`config.mk`:
```
export PLATFORM = sky130hd
export DESIGN_NAME = bpm_map
export DESIGN_NICKNAME = d
export VERILOG_FILES = /design/src/logic/bpm_desc_rom.v /design/src/logic/bpm_bit_calc.v /design/src/logic/bpm_map.v
export VERILOG_INCLUDE_DIRS = /design/src /design/src/logic
export SDC_FILE = /design/constraint.sdc
export NUM_CORES = 1
export LEC_CHECK = 0
export ABC_AREA = 1
export BUFFER_PORTS_ARGS = -buffer_cell sky130_fd_sc_hd__buf_2
export CORE_ASPECT_RATIO = 1.2
export CORE_UTILIZATION = 51
export CTS_CLUSTER_SIZE = 12
export DETAILED_ROUTE_END_ITERATION = 8
export PLACE_DENSITY = 0.89
export SLEW_MARGIN = 20
export SYNTH_ARGS = -nofsm -noshare
export SYNTH_HDL_FRONTEND = slang
export SYNTH_SLANG_ARGS = --single-unit
```
`constraint.sdc`:
```
create_clock -name clk -period 2.5 [get_ports clk]
set_clock_uncertainty 0.2 [all_clocks]
set_input_delay 0.125 -clock clk [delete_from_list [all_inputs] [get_ports clk]]
set_output_delay 0.125 -clock clk [all_outputs]
set_load 0.005 [all_outputs]
```
`src/logic/bpm_defs.vh`:
```
// constants for the block protection bit map
`ifndef BPM_DEFS_VH
`define BPM_DEFS_VH

`define BPM_ADDR_W 24
`define BPM_BIT_W 9
`define BPM_SECT_LAST 3'h4

`define BPM_BYTE_TYPE 2'h0
`define BPM_BYTE_COUNT 2'h1
`define BPM_BYTE_START 2'h2
`define BPM_BYTE_END 2'h3

`define BPM_TYPE_1 8'h01
`define BPM_TYPE_8K 8'h02
`define BPM_TYPE_32K 8'h03
`define BPM_TYPE_64K 8'h04

`define BPM_SIZE_ADDR_1 8'h4c
`define BPM_SIZE_ADDR_2 8'h4e
`define BPM_SIZE_ADDR_3 8'h50
`define BPM_SIZE_ADDR_4 8'h52

`define BPM_N_8K 8'h02
`define BPM_N_32K 8'h00

`define BPM_ZERO_ADDER 8'h00
`define BPM_C_BOT_START 8'hff
`define BPM_C_BOT_END 8'h04
`define BPM_C_LO32 8'hfd
`define BPM_C_64_START 8'h00
`define BPM_C_64_END 8'hfc
`define BPM_C_HI32 8'hfe
`define BPM_C_TOP_START 8'h07
`define BPM_C_TOP_END 8'h0e

`define BPM_M_MIN 4'h4
`define BPM_M_MAX 4'h8

`define BPM_SZ_32K 25'h0008000
`define BPM_SZ_64K 25'h0010000

`endif

```
`src/logic/bpm_desc_rom.v`:
```
// descriptor byte table with registered read data
`include "bpm_defs.vh"

module bpm_desc_rom (
    input wire clk,
    input wire rst_n,
    input wire clk_en,
    input wire rd_en,
    input wire [4:0] rd_idx,
    input wire [3:0] density_m,
    output reg [7:0] rd_data
);

    reg [7:0] next_data;

    // index is section times four plus byte number
    always @* begin
        case (rd_idx)
            5'h00: next_data = `BPM_TYPE_8K;
            5'h01: next_data = `BPM_N_8K;
            5'h02: next_data = `BPM_C_BOT_START;
            5'h03: next_data = `BPM_C_BOT_END;
            5'h04: next_data = `BPM_TYPE_32K;
            5'h05: next_data = `BPM_N_32K;
            5'h06: next_data = `BPM_C_LO32;
            5'h07: next_data = `BPM_C_LO32;
            5'h08: next_data = `BPM_TYPE_64K;
            5'h09: next_data = {4'h0, density_m};
            5'h0a: next_data = `BPM_C_64_START;
            5'h0b: next_data = `BPM_C_64_END;
            5'h0c: next_data = `BPM_TYPE_32K;
            5'h0d: next_data = `BPM_N_32K;
            5'h0e: next_data = `BPM_C_HI32;
            5'h0f: next_data = `BPM_C_HI32;
            5'h10: next_data = `BPM_TYPE_8K;
            5'h11: next_data = `BPM_N_8K;
            5'h12: next_data = `BPM_C_TOP_START;
            5'h13: next_data = `BPM_C_TOP_END;
            default: next_data = 8'h00;
        endcase
    end

    always @(posedge clk or negedge rst_n) begin
        if (!rst_n) begin
            rd_data <= 8'h00;
        end else if (clk_en && rd_en) begin
            rd_data <= next_data;
        end
    end

endmodule // bpm_desc_rom

```
`src/logic/bpm_bit_calc.v`:
```
// protection bit position from a signed adder byte
`include "bpm_defs.vh"

module bpm_bit_calc (
    input wire [3:0] density_m,
    input wire [7:0] adder,
    input wire [8:0] step,
    output wire [8:0] bit_pos
);

    // 11 bits hold 2^8 + 1 + 14 plus any step without wrap
    wire [10:0] pow = 11'h001 << density_m;
    wire [10:0] ext = {{3{adder[7]}}, adder};
    wire [10:0] anchor;
    wire [10:0] sum;

    assign anchor = (adder == `BPM_ZERO_ADDER) ? 11'h000 :
        pow + 11'h001 + ext;
    assign sum = anchor + {2'h0, step};
    assign bit_pos = sum[8:0];

endmodule // bpm_bit_calc

```
`src/logic/bpm_map.v`:
```
// block protection bit map: descriptor reads, scan and address lookup
`include "bpm_defs.vh"

module bpm_map (
    input wire clk,
    input wire rst_n,
    input wire clk_en,
    input wire [3:0] density_m,
    output reg m_ok,
    input wire rd_req,
    input wire [2:0] rd_sect,
    input wire [1:0] rd_byte,
    output wire rd_busy,
    output reg rd_valid,
    output reg rd_err,
    output wire [7:0] rd_data,
    input wire lk_req,
    input wire [23:0] lk_addr,
    output reg lk_valid,
    output reg lk_err,
    output reg [2:0] lk_sect,
    output reg [7:0] lk_type,
    output reg [7:0] lk_block,
    output reg lk_rd_lock,
    output reg [8:0] lk_wr_bit,
    output reg [8:0] lk_rd_bit,
    input wire scan_start,
    output reg scan_busy,
    output reg sc_valid,
    output reg [2:0] sc_sect,
    output reg [7:0] sc_type,
    output reg [8:0] sc_count,
    output reg [8:0] sc_first_bit,
    output reg [8:0] sc_last_bit,
    output reg scan_done
);

    // scan: one issue and one wait per byte, one emit per section
    localparam [1:0] ST_IDLE = 2'h0;
    localparam [1:0] ST_ISSUE = 2'h1;
    localparam [1:0] ST_WAIT = 2'h2;
    localparam [1:0] ST_EMIT = 2'h3;

    reg [1:0] state;
    reg [1:0] next_state;
    reg [2:0] scan_sect;
    reg [1:0] scan_byte;
    reg [7:0] cap_type;
    reg [7:0] cap_count;
    reg [7:0] cap_start;
    reg [7:0] cap_end;

    wire m_in_range;
    wire host_take;
    wire scan_issue;
    wire rom_rd_en;
    wire [4:0] rom_idx;
    wire [7:0] rom_data;

    // the 5-bit index covers sections 0 to 7 times four bytes
    wire [4:0] host_idx = {rd_sect, rd_byte};
    wire [4:0] scan_idx = {scan_sect, scan_byte};

    // m outside 4..8 turns every lookup into an error
    assign m_in_range = (density_m >= `BPM_M_MIN) &&
        (density_m <= `BPM_M_MAX);

    // scan owns the table while it runs; host reads are refused then
    assign rd_busy = scan_busy;
    assign host_take = rd_req && !scan_busy;
    assign scan_issue = (state == ST_ISSUE);
    assign rom_rd_en = host_take || scan_issue;
    assign rom_idx = scan_issue ? scan_idx : host_idx;
    assign rd_data = rom_data;

    bpm_desc_rom u_rom (
        .clk(clk),
        .rst_n(rst_n),
        .clk_en(clk_en),
        .rd_en(rom_rd_en),
        .rd_idx(rom_idx),
        .density_m(density_m),
        .rd_data(rom_data)
    );

    // ---- address lookup decode ----
    wire [24:0] addr_ext = {1'b0, lk_addr};
    // the upper section edges move with the array top, which scales with m; the 32K and 64K edges are fixed
    wire [24:0] top = `BPM_SZ_64K << density_m;
    wire [24:0] top_lo64 = top - `BPM_SZ_64K;
    wire [24:0] top_lo32 = top - `BPM_SZ_32K;

    reg [2:0] dec_sect;
    reg [7:0] dec_type;
    reg [7:0] dec_block;
    reg [7:0] dec_adder;
    reg dec_err;
    reg dec_8k;

    // sections in address order from zero
    always @* begin
        dec_err = 1'b0;
        dec_sect = 3'h0;
        dec_type = `BPM_TYPE_8K;
        dec_block = 8'h00;
        dec_adder = `BPM_C_BOT_START;
        dec_8k = 1'b0;
        if (!m_in_range || addr_ext >= top) begin
            dec_err = 1'b1;
        end else if (addr_ext < `BPM_SZ_32K) begin
            dec_sect = 3'h0;
            dec_type = `BPM_TYPE_8K;
            dec_block = {6'h00, lk_addr[14:13]};
            dec_adder = `BPM_C_BOT_START;
            dec_8k = 1'b1;
        end else if (addr_ext < `BPM_SZ_64K) begin
            dec_sect = 3'h1;
            dec_type = `BPM_TYPE_32K;
            dec_block = 8'h00;
            dec_8k = 1'b0;
            dec_adder = `BPM_C_LO32;
        end else if (addr_ext < top_lo64) begin
            dec_sect = 3'h2;
            dec_type = `BPM_TYPE_64K;
            // the first 64K block sits just above the lower 32K block
            dec_block = lk_addr[23:16] - 8'h01;
            dec_8k = 1'b0;
            dec_adder = `BPM_C_64_START;
        end else if (addr_ext < top_lo32) begin
            dec_sect = 3'h3;
            dec_type = `BPM_TYPE_32K;
            dec_block = 8'h00;
            dec_8k = 1'b0;
            dec_adder = `BPM_C_HI32;
        end else begin
            dec_sect = 3'h4;
            dec_type = `BPM_TYPE_8K;
            dec_block = {6'h00, lk_addr[14:13]};
            dec_adder = `BPM_C_TOP_START;
            dec_8k = 1'b1;
        end
    end

    // 8K blocks own a write/read pair, so their step is doubled
    wire [8:0] dec_step = dec_8k ? {dec_block, 1'b0} :
        {1'b0, dec_block};

    // ---- bit calculators: lookup, scan first, scan last ----
    wire [23:0] calc_adder = {cap_end, cap_start, dec_adder};
    wire [26:0] calc_step = {9'h000, 9'h000, dec_step};
    wire [26:0] calc_pos;

    // three lanes share one adder form so scan and lookup agree
    genvar gi;
    generate
        for (gi = 0; gi < 3; gi = gi + 1) begin : g_calc
            bpm_bit_calc u_calc (
                .density_m(density_m),
                .adder(calc_adder[gi*8 +: 8]),
                .step(calc_step[gi*9 +: 9]),
                .bit_pos(calc_pos[gi*9 +: 9])
            );
        end
    endgenerate

    // lane 0 serves lookups, lanes 1 and 2 the scan's start and end
    wire [8:0] lk_pos = calc_pos[8:0];
    wire [8:0] scan_first = calc_pos[17:9];
    wire [8:0] scan_last = calc_pos[26:18];

    // count byte is an exponent; 64K form subtracts the two 32K slots
    wire [8:0] cnt_pow = 9'h001 << cap_count[3:0];
    wire [8:0] scan_cnt = (cap_type == `BPM_TYPE_64K) ?
        cnt_pow - 9'h002 : cnt_pow;

    // ---- scan state machine ----
    always @* begin
        case (state)
            ST_IDLE: next_state = scan_start ? ST_ISSUE : ST_IDLE;
            ST_ISSUE: next_state = ST_WAIT;
            ST_WAIT: begin
                // four bytes per section before the emit cycle
                if (scan_byte == `BPM_BYTE_END) begin
                    next_state = ST_EMIT;
                end else begin
                    next_state = ST_ISSUE;
                end
            end
            ST_EMIT: begin
                if (scan_sect == `BPM_SECT_LAST) begin
                    next_state = ST_IDLE;
                end else begin
                    next_state = ST_ISSUE;
                end
            end
            default: next_state = ST_IDLE;
        endcase
    end

    always @(posedge clk or negedge rst_n) begin
        if (!rst_n) begin
            state <= ST_IDLE;
            scan_sect <= 3'h0;
            scan_byte <= 2'h0;
            scan_busy <= 1'b0;
            scan_done <= 1'b0;
            sc_valid <= 1'b0;
            sc_sect <= 3'h0;
            sc_type <= 8'h00;
            sc_count <= 9'h000;
            sc_first_bit <= 9'h000;
            sc_last_bit <= 9'h000;
        end else if (clk_en) begin
            state <= next_state;
            sc_valid <= 1'b0;
            scan_done <= 1'b0;
            case (state)
                ST_IDLE: begin
                    if (scan_start) begin
                        scan_busy <= 1'b1;
                        scan_sect <= 3'h0;
                        scan_byte <= 2'h0;
                    end
                end
                ST_WAIT: begin
                    scan_byte <= scan_byte + 2'h1;
                end
                ST_EMIT: begin
                    sc_valid <= 1'b1;
                    sc_sect <= scan_sect;
                    sc_type <= cap_type;
                    sc_count <= scan_cnt;
                    sc_first_bit <= scan_first;
                    sc_last_bit <= scan_last;
                    scan_byte <= 2'h0;
                    // busy drops only here, so host reads wait the whole walk
                    if (scan_sect == `BPM_SECT_LAST) begin
                        scan_busy <= 1'b0;
                        scan_done <= 1'b1;
                    end else begin
                        scan_sect <= scan_sect + 3'h1;
                    end
                end
                default: begin
                    scan_busy <= scan_busy;
                end
            endcase
        end
    end

    // bytes arrive in descriptor order, one per wait cycle
    always @(posedge clk or negedge rst_n) begin
        if (!rst_n) begin
            cap_type <= 8'h00;
            cap_count <= 8'h00;
            cap_start <= 8'h00;
            cap_end <= 8'h00;
        end else if (clk_en && state == ST_WAIT) begin
            case (scan_byte)
                `BPM_BYTE_TYPE: cap_type <= rom_data;
                `BPM_BYTE_COUNT: cap_count <= rom_data;
                `BPM_BYTE_START: cap_start <= rom_data;
                default: cap_end <= rom_data;
            endcase
        end
    end

    // ---- host descriptor read answer ----
    always @(posedge clk or negedge rst_n) begin
        if (!rst_n) begin
            rd_valid <= 1'b0;
            rd_err <= 1'b0;
        end else if (clk_en) begin
            rd_valid <= host_take;
            // sections beyond the last read back as zero with an error
            rd_err <= host_take && (rd_sect > `BPM_SECT_LAST);
        end
    end

    // ---- lookup answer ----
    // even anchor: write bit even, read bit the odd one above
    wire [8:0] lk_pair_bit = dec_8k ? lk_pos + 9'h001 : lk_pos;

    // valid follows the request on every enabled edge; fields hold until the next request
    always @(posedge clk or negedge rst_n) begin
        if (!rst_n) begin
            lk_valid <= 1'b0;
        end else if (clk_en) begin
            lk_valid <= lk_req;
        end
    end

    always @(posedge clk or negedge rst_n) begin
        if (!rst_n) begin
            lk_err <= 1'b0;
            lk_sect <= 3'h0;
            lk_type <= 8'h00;
            lk_block <= 8'h00;
            lk_rd_lock <= 1'b0;
            lk_wr_bit <= 9'h000;
            lk_rd_bit <= 9'h000;
        end else if (clk_en && lk_req) begin
            lk_err <= dec_err;
            lk_sect <= dec_sect;
            lk_type <= dec_type;
            lk_block <= dec_block;
            lk_rd_lock <= dec_8k && !dec_err;
            lk_wr_bit <= lk_pos;
            lk_rd_bit <= lk_pair_bit;
        end
    end

    // range flag kept apart so a bad m shows even with no lookup
    always @(posedge clk or negedge rst_n) begin
        if (!rst_n) begin
            m_ok <= 1'b0;
        end else if (clk_en) begin
            m_ok <= m_in_range;
        end
    end

endmodule // bpm_map

```
==> results of run 1 <==
## routing by layer
metal	share of wire, %	vias up
li1	-	3672
met1	32	4164
met2	46	910
met3	11	365
met4	11	0
met5	0	-
## repair_timing
action | CTS | global route
endpoints found under the hold margin | 112 | 0
resized for setup | 149 | 127
pin swaps | 77 | 90
hold buffers | 6 | 0
setup endpoints to repair | 40 | 52
buffers inserted | 43 | 31
cloned | 0 | 0
## stage by stage
stage / cell area [sq um] / TNS [ns] / std cells
CTS: 10100 / -33.42 / 1410
detailed placement: 8960 / -48.55 / 1347
finish: 10800 / -44.57 / 1432
global route: 10800 / -50.55 / 1432
floorplan: 7270 / -26.71 / 947
global placement: 8960 / -41.41 / 1347
## logic make-up (layout without fill, tap and decap cells)
family | after synthesis | count (layout) | share of synthesized area [%]
xor+xnor | 25 | 25 | 3.07
other cells | 1 | 5 | 0.0526
fa+ha+maj | 64 | 64 | 11.7
flops | 106 | 106 | 37.2
compound gates | 175 | 175 | 14.1
buf+inv | 161 | 478 | 9.19
simple gates | 411 | 411 | 24.8
## area by class of cell
cell class	count	area [sq um]	share of cell area [%]
repair buffers	329	2380	21.9
inverters	133	519	4.79
multi-input cells	680	4760	43.9
flip-flops and latches	106	2650	24.5
well taps	168	210	1.94
clock inverters	6	78.8	0.727
clock buffers	10	239	2.21
## worst reg2reg max path, stage by stage (launching register included)
cell and delay, ns:
dfrtp_1 0.41, ha_1 0.17, inv_1 0.08, fa_2 0.39
nand3b_1 0.17, and2_4 0.15, or2_4 0.25, nand2_2 0.07
a21oi_2 0.07, nor2_2 0.17, o21ai_1 0.11, nand2_1 0.08
xor2_1 0.14, o21ai_1 0.08
## power groups by stage
stage | combinational [mW] | sequential [mW] | clock [mW]
after detailed placement | 3.08 | 2.68 | 0
after CTS | 3.45 | 2.67 | 1.52
after floorplan | 1.81 | 2.64 | 0
after global placement | 2.92 | 2.65 | 0
final | 4.34 | 2.75 | 1.57
after global routing | 4.68 | 2.79 | 1.62
## registers in the layout (all words and copies together) (netlist names), 3 cells and up
register,count
lk_sect,3
sc_type,5
lk_wr_bit,9
lk_block,8
cap_end,5
u_rom.rd_data,5
cap_start,5
sc_count,9
sc_last_bit,9
sc_sect,3
sc_first_bit,9
lk_rd_bit,9
scan_sect,3
cap_type,5
cap_count,4
## placed cells by master, fill, tap and decap left out, types with 5 or more instances in the layout
master | synthesis | final
nand2_1 | 229 | 212
buf_4 | 13 | 162
buf_2 | 2 | 121
dfrtp_1 | 106 | 106
inv_1 | 129 | 103
nor2_1 | 102 | 63
o21ai_0 | 94 | 56
ha_1 | 60 | 43
buf_6 | 0 | 32
nand3_1 | 36 | 27
o21ai_1 | 5 | 26
inv_2 | 2 | 24
nor2_4 | 3 | 22
nor2_2 | 1 | 21
a21oi_1 | 32 | 17
xor2_1 | 21 | 16
ha_4 | 0 | 16
a21oi_2 | 1 | 15
o21ai_2 | 0 | 15
nand2_2 | 1 | 13
nor3_1 | 12 | 10
nand4_1 | 9 | 9
clkbuf_16 | 0 | 9
nand2_4 | 2 | 7
nand3_2 | 1 | 7
a22o_1 | 7 | 7
dlygate4sd3_1 | 0 | 6
or2_2 | 6 | 5
a31oi_1 | 6 | 5
conb_1 | 1 | 5
buf_8 | 0 | 5
## path summary, 6_finish.rpt
kind                                    to  slack (ns)         start  depth (start not counted)
setup / recovery              lk_rd_bit[7]       -2.92  density_m[2]                         37
hold / removal                 sc_count[7]       0.006         rst_n                          2
setup reg to reg           sc_first_bit[8]       -0.16  cap_start[0]                         13
hold reg to reg                 sc_type[0]        0.28    sc_type[0]                          2
max in group asynchronous         state[1]        1.43         rst_n                          3
min in group clk                      m_ok        0.04  density_m[3]                          5
==> flow_metrics.py, run 1 <==
metrics = {
    "critical_path": {
        "path_class": "in2reg",
        "arrival_ns": 5.47,
        "endpoint_kind": "flip-flop",
        "max_stage_delay_ns": 0.38,
        "slowest_stage": "o221ai_2",
        "path_buf_inv": 9,
        "cp_max_fo": 4,
        "crit_path_start_kind": "input port",
        "critPathRequiredTime_ns": 2.54,
        "cpLargestDelayFamily": "simple AND/OR/NAND/NOR gates",
    },
    "routing": {
        "drc": 0,
        "routed_wl_um": 31600,
        "vias": 9111,
        "drt_first_pass_iters": 6,
        "final_antenna_net_count": 0,
        "viasPerCell": 6.36,
        "wl_per_cell_um": 22.1,
        "drtIter0Drc": 1298,
    },
    "floorplan": {
        "core_sq_mm": 0.0134,
        "ios": 132,
        "dieArea_sq_mm": 0.0145,
        "die-width_um": 110,
        "initial_utilization_pct": 53.2,
        "fp-row-count": 46,
        "die_h_um": 132,
    },
    "yosys": {
        "synth_top_cell_area_share_pct": 37.2,
        "yosys.area.top_type": "dfrtp_1",
        "synthesis.area_sq_mm": 0.00713,
        "synth_edf_count": 0,
        "netlist-cell-type-count": 49,
        "ys_seq_area_share_pct": 37.2,
        "synth_most_common_cell": "nand2_1",
        "async_reset_ff_share_pct": 100,
        "yosys-top-cells-area": "dfrtp_1, nand2_1, ha_1, inv_1, o21ai_0",
        "synthFlopType": "dfrtp_1",
        "syn-instance-count": 943,
        "yosysWarnings": 0,
        "yosys_register_bits": 106,
        "synth_common_cells": "nand2_1, inv_1, dfrtp_1",
        "syn_area_per_cell_sq_um": 7.56,
    },
    "sta": {
        "period_minus_slack_ns": 5.42,
        "fin_ws_ns": -2.92,
        "setup_viol": 46,
        "slew_violations": 0,
        "hold_viol": 0,
        "fin_crit_sh_pct": 217,
        "relSlewSlack_pct": 61.0,
        "max_freq_mhz": 184,
        "whs_ns": 0.00563,
        "rsz0062_at_grt": "yes",
        "tightest_slew_ns": 0.581,
    },
    "clocking": {
        "cts_tree": "built",
        "htree_levels": 3,
        "root_buffer": "clkbuf_16",
        "ctsLongestPathBuffers": 2,
        "path_clk_slew_ns": 0.08,
        "cts.sinks": 106,
        "clk_latency_ns": 0.37,
        "cts_buffers": 9,
    },
    "pwr": {
        "switching_share_pct": 43.9,
        "pwr-share-comb_pct": 50.1,
        "power_density_mw_per_mm2": 800,
        "cellLeakagePower_nw": 5.67,
        "p_total_mw": 8.67,
        "p_clk_share_pct": 18.2,
        "intPower_mw": 4.86,
        "peakVddDrop_uv": 616,
        "switchingPower_mw": 3.81,
        "p_seq_share_pct": 31.7,
    },
    "flow_run": {
        "cap_viol_max_count": 0,
    },
    "grt": {
        "met1_usage_pct": 36.1,
        "overflow": 0,
        "grt.total_usage_pct": 33.5,
        "busiest_layer": "met2",
        "grt_pass1_vias": 8194,
        "grt_pass1_wl_um": 38100,
        "grt_max_degree": 57,
        "antenna_found_initial": 1,
        "use_met2_pct": 59.3,
        "met3_usage_pct": 5.56,
    },
    "place": {
        "place.gp.congestion": 0.986,
        "hpwlAfterDp_um": 14800,
        "dp_slack_ns": -2.48,
        "io_buffers": 126,
    },
    "outcome": {
        "outcome": "finished with violations",
        "violations": "negative setup slack",
    },
    "finish": {
        "final_core_util_pct": 80.8,
        "nets": 1362,
        "drive_gt1_share_pct": 41.5,
        "area_delta_synth_final_pct": 52.0,
        "antennaDiodeCount": 0,
        "nFillCells": 682,
    },
    "min_path": {
        "hold_path_class": "in2async",
    },
}
(Power assumes the default switching activity.)
==> inputs of run 2 (changes only) <==
--- a/config.mk
+++ b/config.mk
@@ -13,6 +13,7 @@
 export CTS_CLUSTER_SIZE = 12
 export DETAILED_ROUTE_END_ITERATION = 8
 export PLACE_DENSITY = 0.89
+export SETUP_SLACK_MARGIN = 0.1
 export SLEW_MARGIN = 20
 export SYNTH_ARGS = -nofsm -noshare
 export SYNTH_HDL_FRONTEND = slang
==> run 2 against run 1 <==
  * The run still ends with negative setup slack left
  * Total power down 4.2%
  * Sequential share of layout area up 0.17 points
  * Global-route usage down 0.17 points
  * First-iteration DRC count down 21%
  * Flip-flop and latch count unchanged
  * Critical path type unchanged
  * Final cell count down 0.63%
  * Die area unchanged
  * Clock power down 4%
  * Via count down 2.9%
  * Critical endpoint is now lk_rd_bit[8]
  * Register-to-register slack better by 0.10 ns
==> flow_metrics.py, run 2 (synthesis gave the netlist of run 1 again) <==
metrics = {
    "outcome": {
        "outcome": "finished with violations",
        "violations": "negative setup slack",
    },
    "grt": {
        "grt_pass1_vias": 8029,
        "overflow": 0,
        "grt_max_degree": 48,
        "grt_pass1_wl_um": 37900,
        "antenna_found_initial": 0,
        "grt.total_usage_pct": 33.3,
    },
    "sta": {
        "fin_crit_sh_pct": 206,
        "rsz0062_at_grt": "yes",
        "setup-tns-final_ns": -44.48,
        "fin_ws_ns": -2.64,
        "tightest_slew_ns": 0.760,
        "slew_violations": 0,
        "period_minus_slack_ns": 5.14,
        "setup_viol": 41,
        "relSlewSlack_pct": 49.0,
        "max_freq_mhz": 195,
        "hold_viol": 0,
    },
    "routing": {
        "routed_wl_um": 30200,
        "drt_first_pass_iters": 8,
        "viasPerCell": 6.22,
        "drtIter0Drc": 1030,
        "final_antenna_net_count": 0,
        "drc": 0,
        "vias": 8845,
        "wl_per_cell_um": 21.2,
    },
    "finish": {
        "layout_common_cells": "nand2_1, buf_4, buf_2",
        "antennaDiodeCount": 0,
        "drive_gt1_share_pct": 41.4,
        "nets": 1353,
        "final_common_cell": "nand2_1",
        "area_delta_synth_final_pct": 50.9,
    },
    "floorplan": {
        "dieArea_sq_mm": 0.0145,
        "die_h_um": 132,
        "die-width_um": 110,
        "core_sq_mm": 0.0134,
        "fp-row-count": 46,
        "initial_utilization_pct": 53.2,
        "ios": 132,
    },
    "place": {
        "hpwlAfterDp_um": 14800,
        "dp_slack_ns": -2.42,
        "place.gp.congestion": 0.958,
        "io_buffers": 126,
    },
    "critical_path": {
        "cp.depth": 33,
        "crit_path_start_kind": "input port",
        "cpLargestDelayFamily": "simple AND/OR/NAND/NOR gates",
        "slowest_stage": "fa_2",
        "critPathRequiredTime_ns": 2.54,
        "endpoint_kind": "flip-flop",
        "path_class": "in2reg",
        "path_buf_inv": 7,
        "arrival_ns": 5.18,
        "cp_max_fo": 6,
        "max_stage_delay_ns": 0.43,
        "r2r_cells": 11,
    },
    "pwr": {
        "power_density_mw_per_mm2": 771,
        "peakVddDrop_uv": 568,
        "cellLeakagePower_nw": 5.61,
        "p_total_mw": 8.30,
    },
    "clocking": {
        "cts_tree": "built",
        "cts.sinks": 106,
        "clk_latency_ns": 0.37,
        "htree_levels": 3,
        "root_buffer": "clkbuf_16",
        "path_clk_slew_ns": 0.08,
        "ctsLongestPathBuffers": 2,
        "cts_buffers": 9,
    },
    "min_path": {
        "hold_path_class": "in2async",
    },
    "flow_run": {
        "cap_viol_max_count": 0,
    },
}
run 2: area by class of cell:
class                           count  area (sq um)
Fill cell                         711          2650
Clock inverter                      7          86.3
Inverter                          133           514
Multi-Input combinational cell    680          4770
Timing Repair Buffer              320          2300
Clock buffer                        9           225
Sequential cell                   106          2650
Tap cell                          168           210
run 2: timing repair:
| item | in CTS | in global routing |
|---|---|---|
| setup endpoints to repair | 37 | 44 |
| pin swaps | 68 | 46 |
| cloned | 0 | 0 |
| resized for setup | 129 | 131 |
| hold buffers | 5 | 0 |
| endpoints found under the hold margin | 108 | 0 |
| buffers inserted | 34 | 24 |
run 2: layer usage:
layer / share of wire, % / track usage, % / routed length (um) / up-vias
met1: 33 / 36.3 / 10100 / 4086
met3: 10 / 6.05 / 3040 / 290
li1: - / - / - / 3675
met2: 47 / 58.2 / 14200 / 794
met5: 0 / 0 / 0 / -
met4: 9.4 / 20.7 / 2830 / 0
run 2: per-stage QoR:
step                      util, %  hold slack (ns)  cells  cell area [sq um]
final                        80.3           0.0203   1423              10800
after global placement       66.8           -0.136   1346               8960
after detailed placement     66.8           -0.132   1346               8960
after global routing         80.3           0.0584   1423              10800
after CTS                    74.6           0.0277   1399              10000
after floorplan                 -           -0.371    947               7270
run 2: where the power goes:
group / switching, mW / internal (mW)
Sequential: 0.448 / 2.27
Clock: 0.778 / 0.725
Combinational: 2.39 / 1.70
run 2: path summary, 6_finish.rpt:
path / from / end / slack, ns
max: density_m[2] / lk_rd_bit[8] / -2.64
min: rst_n / sc_count[2] / 0.02
max reg2reg: state[0] / scan_sect[2] / -0.06
min reg2reg: sc_count[7] / sc_count[7] / 0.28
max in group asynchronous: rst_n / sc_first_bit[3] / 1.47
min in group clk: density_m[1] / u_rom.rd_data[1] / 0.08
==> inputs of run 3 (changes only) <==
--- a/config.mk
+++ b/config.mk
@@ -12,7 +12,7 @@
 export CORE_UTILIZATION = 51
 export CTS_CLUSTER_SIZE = 12
 export DETAILED_ROUTE_END_ITERATION = 8
-export PLACE_DENSITY = 0.89
+export PLACE_DENSITY_LB_ADDON = 0.15
 export SETUP_SLACK_MARGIN = 0.1
 export SLEW_MARGIN = 20
 export SYNTH_ARGS = -nofsm -noshare
==> run 3 against run 2 <==
  * The flow still finishes with violations (negative setup slack)
  * Highest routed layer unchanged
  * Sequential power is 1% lower
  * Critical endpoint unchanged
  * Core utilization shrank 2.3 points
  * Critical path depth increased by 3
  * First-iteration DRC count shrank 65%
  * Final cell count about the same
  * Non-clock buffer count rose by 1
  * Register-to-register slack better by 0.15 ns
  * Die area unchanged
==> flow_metrics.py, run 3 (synthesis gave the netlist of run 1 again) <==
metrics = {
    "sta": {
        "rsz0062_at_grt": "yes",
        "max_freq_mhz": 216,
        "hold_viol": 0,
        "slew_violations": 0,
        "fin_crit_sh_pct": 185,
        "relSlewSlack_pct": 60.1,
        "setup_viol": 40,
        "tightest_slew_ns": 0.598,
        "period_minus_slack_ns": 4.62,
        "fin_ws_ns": -2.12,
    },
    "floorplan": {
        "dieArea_sq_mm": 0.0145,
        "ios": 132,
        "die_h_um": 132,
        "die-width_um": 110,
        "fp-row-count": 46,
        "initial_utilization_pct": 53.2,
        "core_sq_mm": 0.0134,
    },
    "place": {
        "place.gp.congestion": 0.975,
        "dpl.cell_count": 1351,
        "io_buffers": 126,
        "hpwlAfterDp_um": 14400,
    },
    "min_path": {
        "hold-path-cell-count": 4,
        "hold_path_class": "in2reg",
    },
    "routing": {
        "drc": 0,
        "final_antenna_net_count": 0,
        "drt_first_pass_iters": 5,
        "drtIter0Drc": 356,
        "wl_per_cell_um": 15.0,
        "viasPerCell": 5.30,
        "vias": 7545,
        "routed_wl_um": 21400,
    },
    "critical_path": {
        "cpLargestDelayFamily": "simple AND/OR/NAND/NOR gates",
        "critPathRequiredTime_ns": 2.56,
        "arrival_ns": 4.68,
        "cp_max_fo": 4,
        "path_class": "in2reg",
        "slowest_stage": "ha_1",
        "endpoint_kind": "flip-flop",
        "cp.depth": 36,
        "max_stage_delay_ns": 0.33,
        "path_buf_inv": 7,
        "r2r_cells": 13,
        "crit_path_start_kind": "input port",
        "cpMostUsedCell": "nand2_1",
    },
    "clocking": {
        "htree_levels": 3,
        "clk_latency_ns": 0.37,
        "cts.sinks": 106,
        "cts_tree": "built",
        "path_clk_slew_ns": 0.08,
        "ctsLongestPathBuffers": 2,
        "root_buffer": "clkbuf_16",
        "cts_buffers": 9,
    },
    "finish": {
        "fin_cells": 1424,
        "nFillCells": 914,
        "seq_area_sq_mm": 0.00265,
        "drive_gt1_share_pct": 38.4,
        "nets": 1354,
        "layout_common_cells": "nand2_1, buf_4, buf_2",
        "multi_input_area_sq_mm": 0.00451,
        "antennaDiodeCount": 0,
        "area_delta_synth_final_pct": 46.6,
        "final_common_cell": "nand2_1",
    },
    "grt": {
        "grt_max_degree": 48,
        "grt.total_usage_pct": 28.7,
        "grt_pass1_vias": 7207,
        "antenna_found_initial": 0,
        "overflow": 0,
        "grt_pass1_wl_um": 32500,
    },
    "outcome": {
        "outcome": "finished with violations",
        "violations": "negative setup slack",
    },
    "pwr": {
        "cellLeakagePower_nw": 5.58,
        "power_density_mw_per_mm2": 744,
        "p_total_mw": 7.78,
        "peakVddDrop_uv": 661,
    },
    "flow_run": {
        "cap_viol_max_count": 0,
    },
}
-- run 3: cell count changes in the layout (fill, tap and decap cells not counted), sizes merged --
cell         before  now
dlygate4sd3       5    7
buf             315  314
bufinv            0    1
clkinv            5    4
clkinvlp          0    1
inv             135  134
-- run 3: worst paths after layout --
check	startpoint	to	slack (ns)
setup reg to reg	cap_start[0]	sc_first_bit[8]	0.09
min in group asynchronous	rst_n	scan_sect[0]	0.10
hold reg to reg	sc_type[2]	sc_type[2]	0.27
hold / removal	scan_start	rd_busy	0.02
setup / recovery	density_m[3]	lk_rd_bit[8]	-2.12
max in group asynchronous	rst_n	lk_wr_bit[4]	1.24
-- run 3: metrics by stage --
step	setup TNS [ns]	hold slack (ns)	utilization [%]	cell area [sq um]	setup slack (ns)
after detailed placement	-45.65	-0.0272	67.1	9000	-2.38
after CTS	-25.40	0.0244	73.8	9900	-1.78
after global placement	-41.86	-0.0242	67.1	9000	-2.24
final	-37.94	0.0202	78.0	10500	-2.12
after global routing	-44.38	0.0434	78.0	10500	-2.40
after floorplan	-26.71	-0.371	-	7270	-1.97
-- run 3: tightest hold or removal path: cells and delay by family --
kind / cells / cell delay [ns]
buf+inv: 2 / 0.21
compound gates: 2 / 0.21
-- run 3: cell type report --
cell class,count,area share (%)
Clock buffer,9,2.15
Clock inverter,7,0.898
Inverter,133,4.87
Multi-Input combinational cell,680,43.1
Sequential cell,106,25.4
Tap cell,168,2.01
Timing Repair Buffer,321,21.6
-- run 3: where the power goes --
part | internal, mW | switching [mW] | leakage (nW)
logic | 1.59 | 1.99 | 4.03
clock network | 0.805 | 0.720 | 0.153
registers | 2.27 | 0.408 | 1.39
-- run 3: timing repair --
action | CTS | global route
hold endpoints to repair | 51 | 0
pin swaps | 32 | 79
hold buffers | 7 | 0
setup buffers | 31 | 26
resized for setup | 89 | 105
endpoints found under the setup margin | 39 | 45
-- run 3: per-layer routing --
| metal | vias to the layer above | track usage (%) | part of all wire, % |
|---|---|---|---|
| li1 | 3662 | - | - |
| met2 | 245 | 51.6 | 52 |
| met1 | 3553 | 32.0 | 38 |
| met3 | 85 | 4.61 | 4.5 |
| met5 | - | 0 | 0 |
| met4 | 0 | 13.6 | 5.3 |
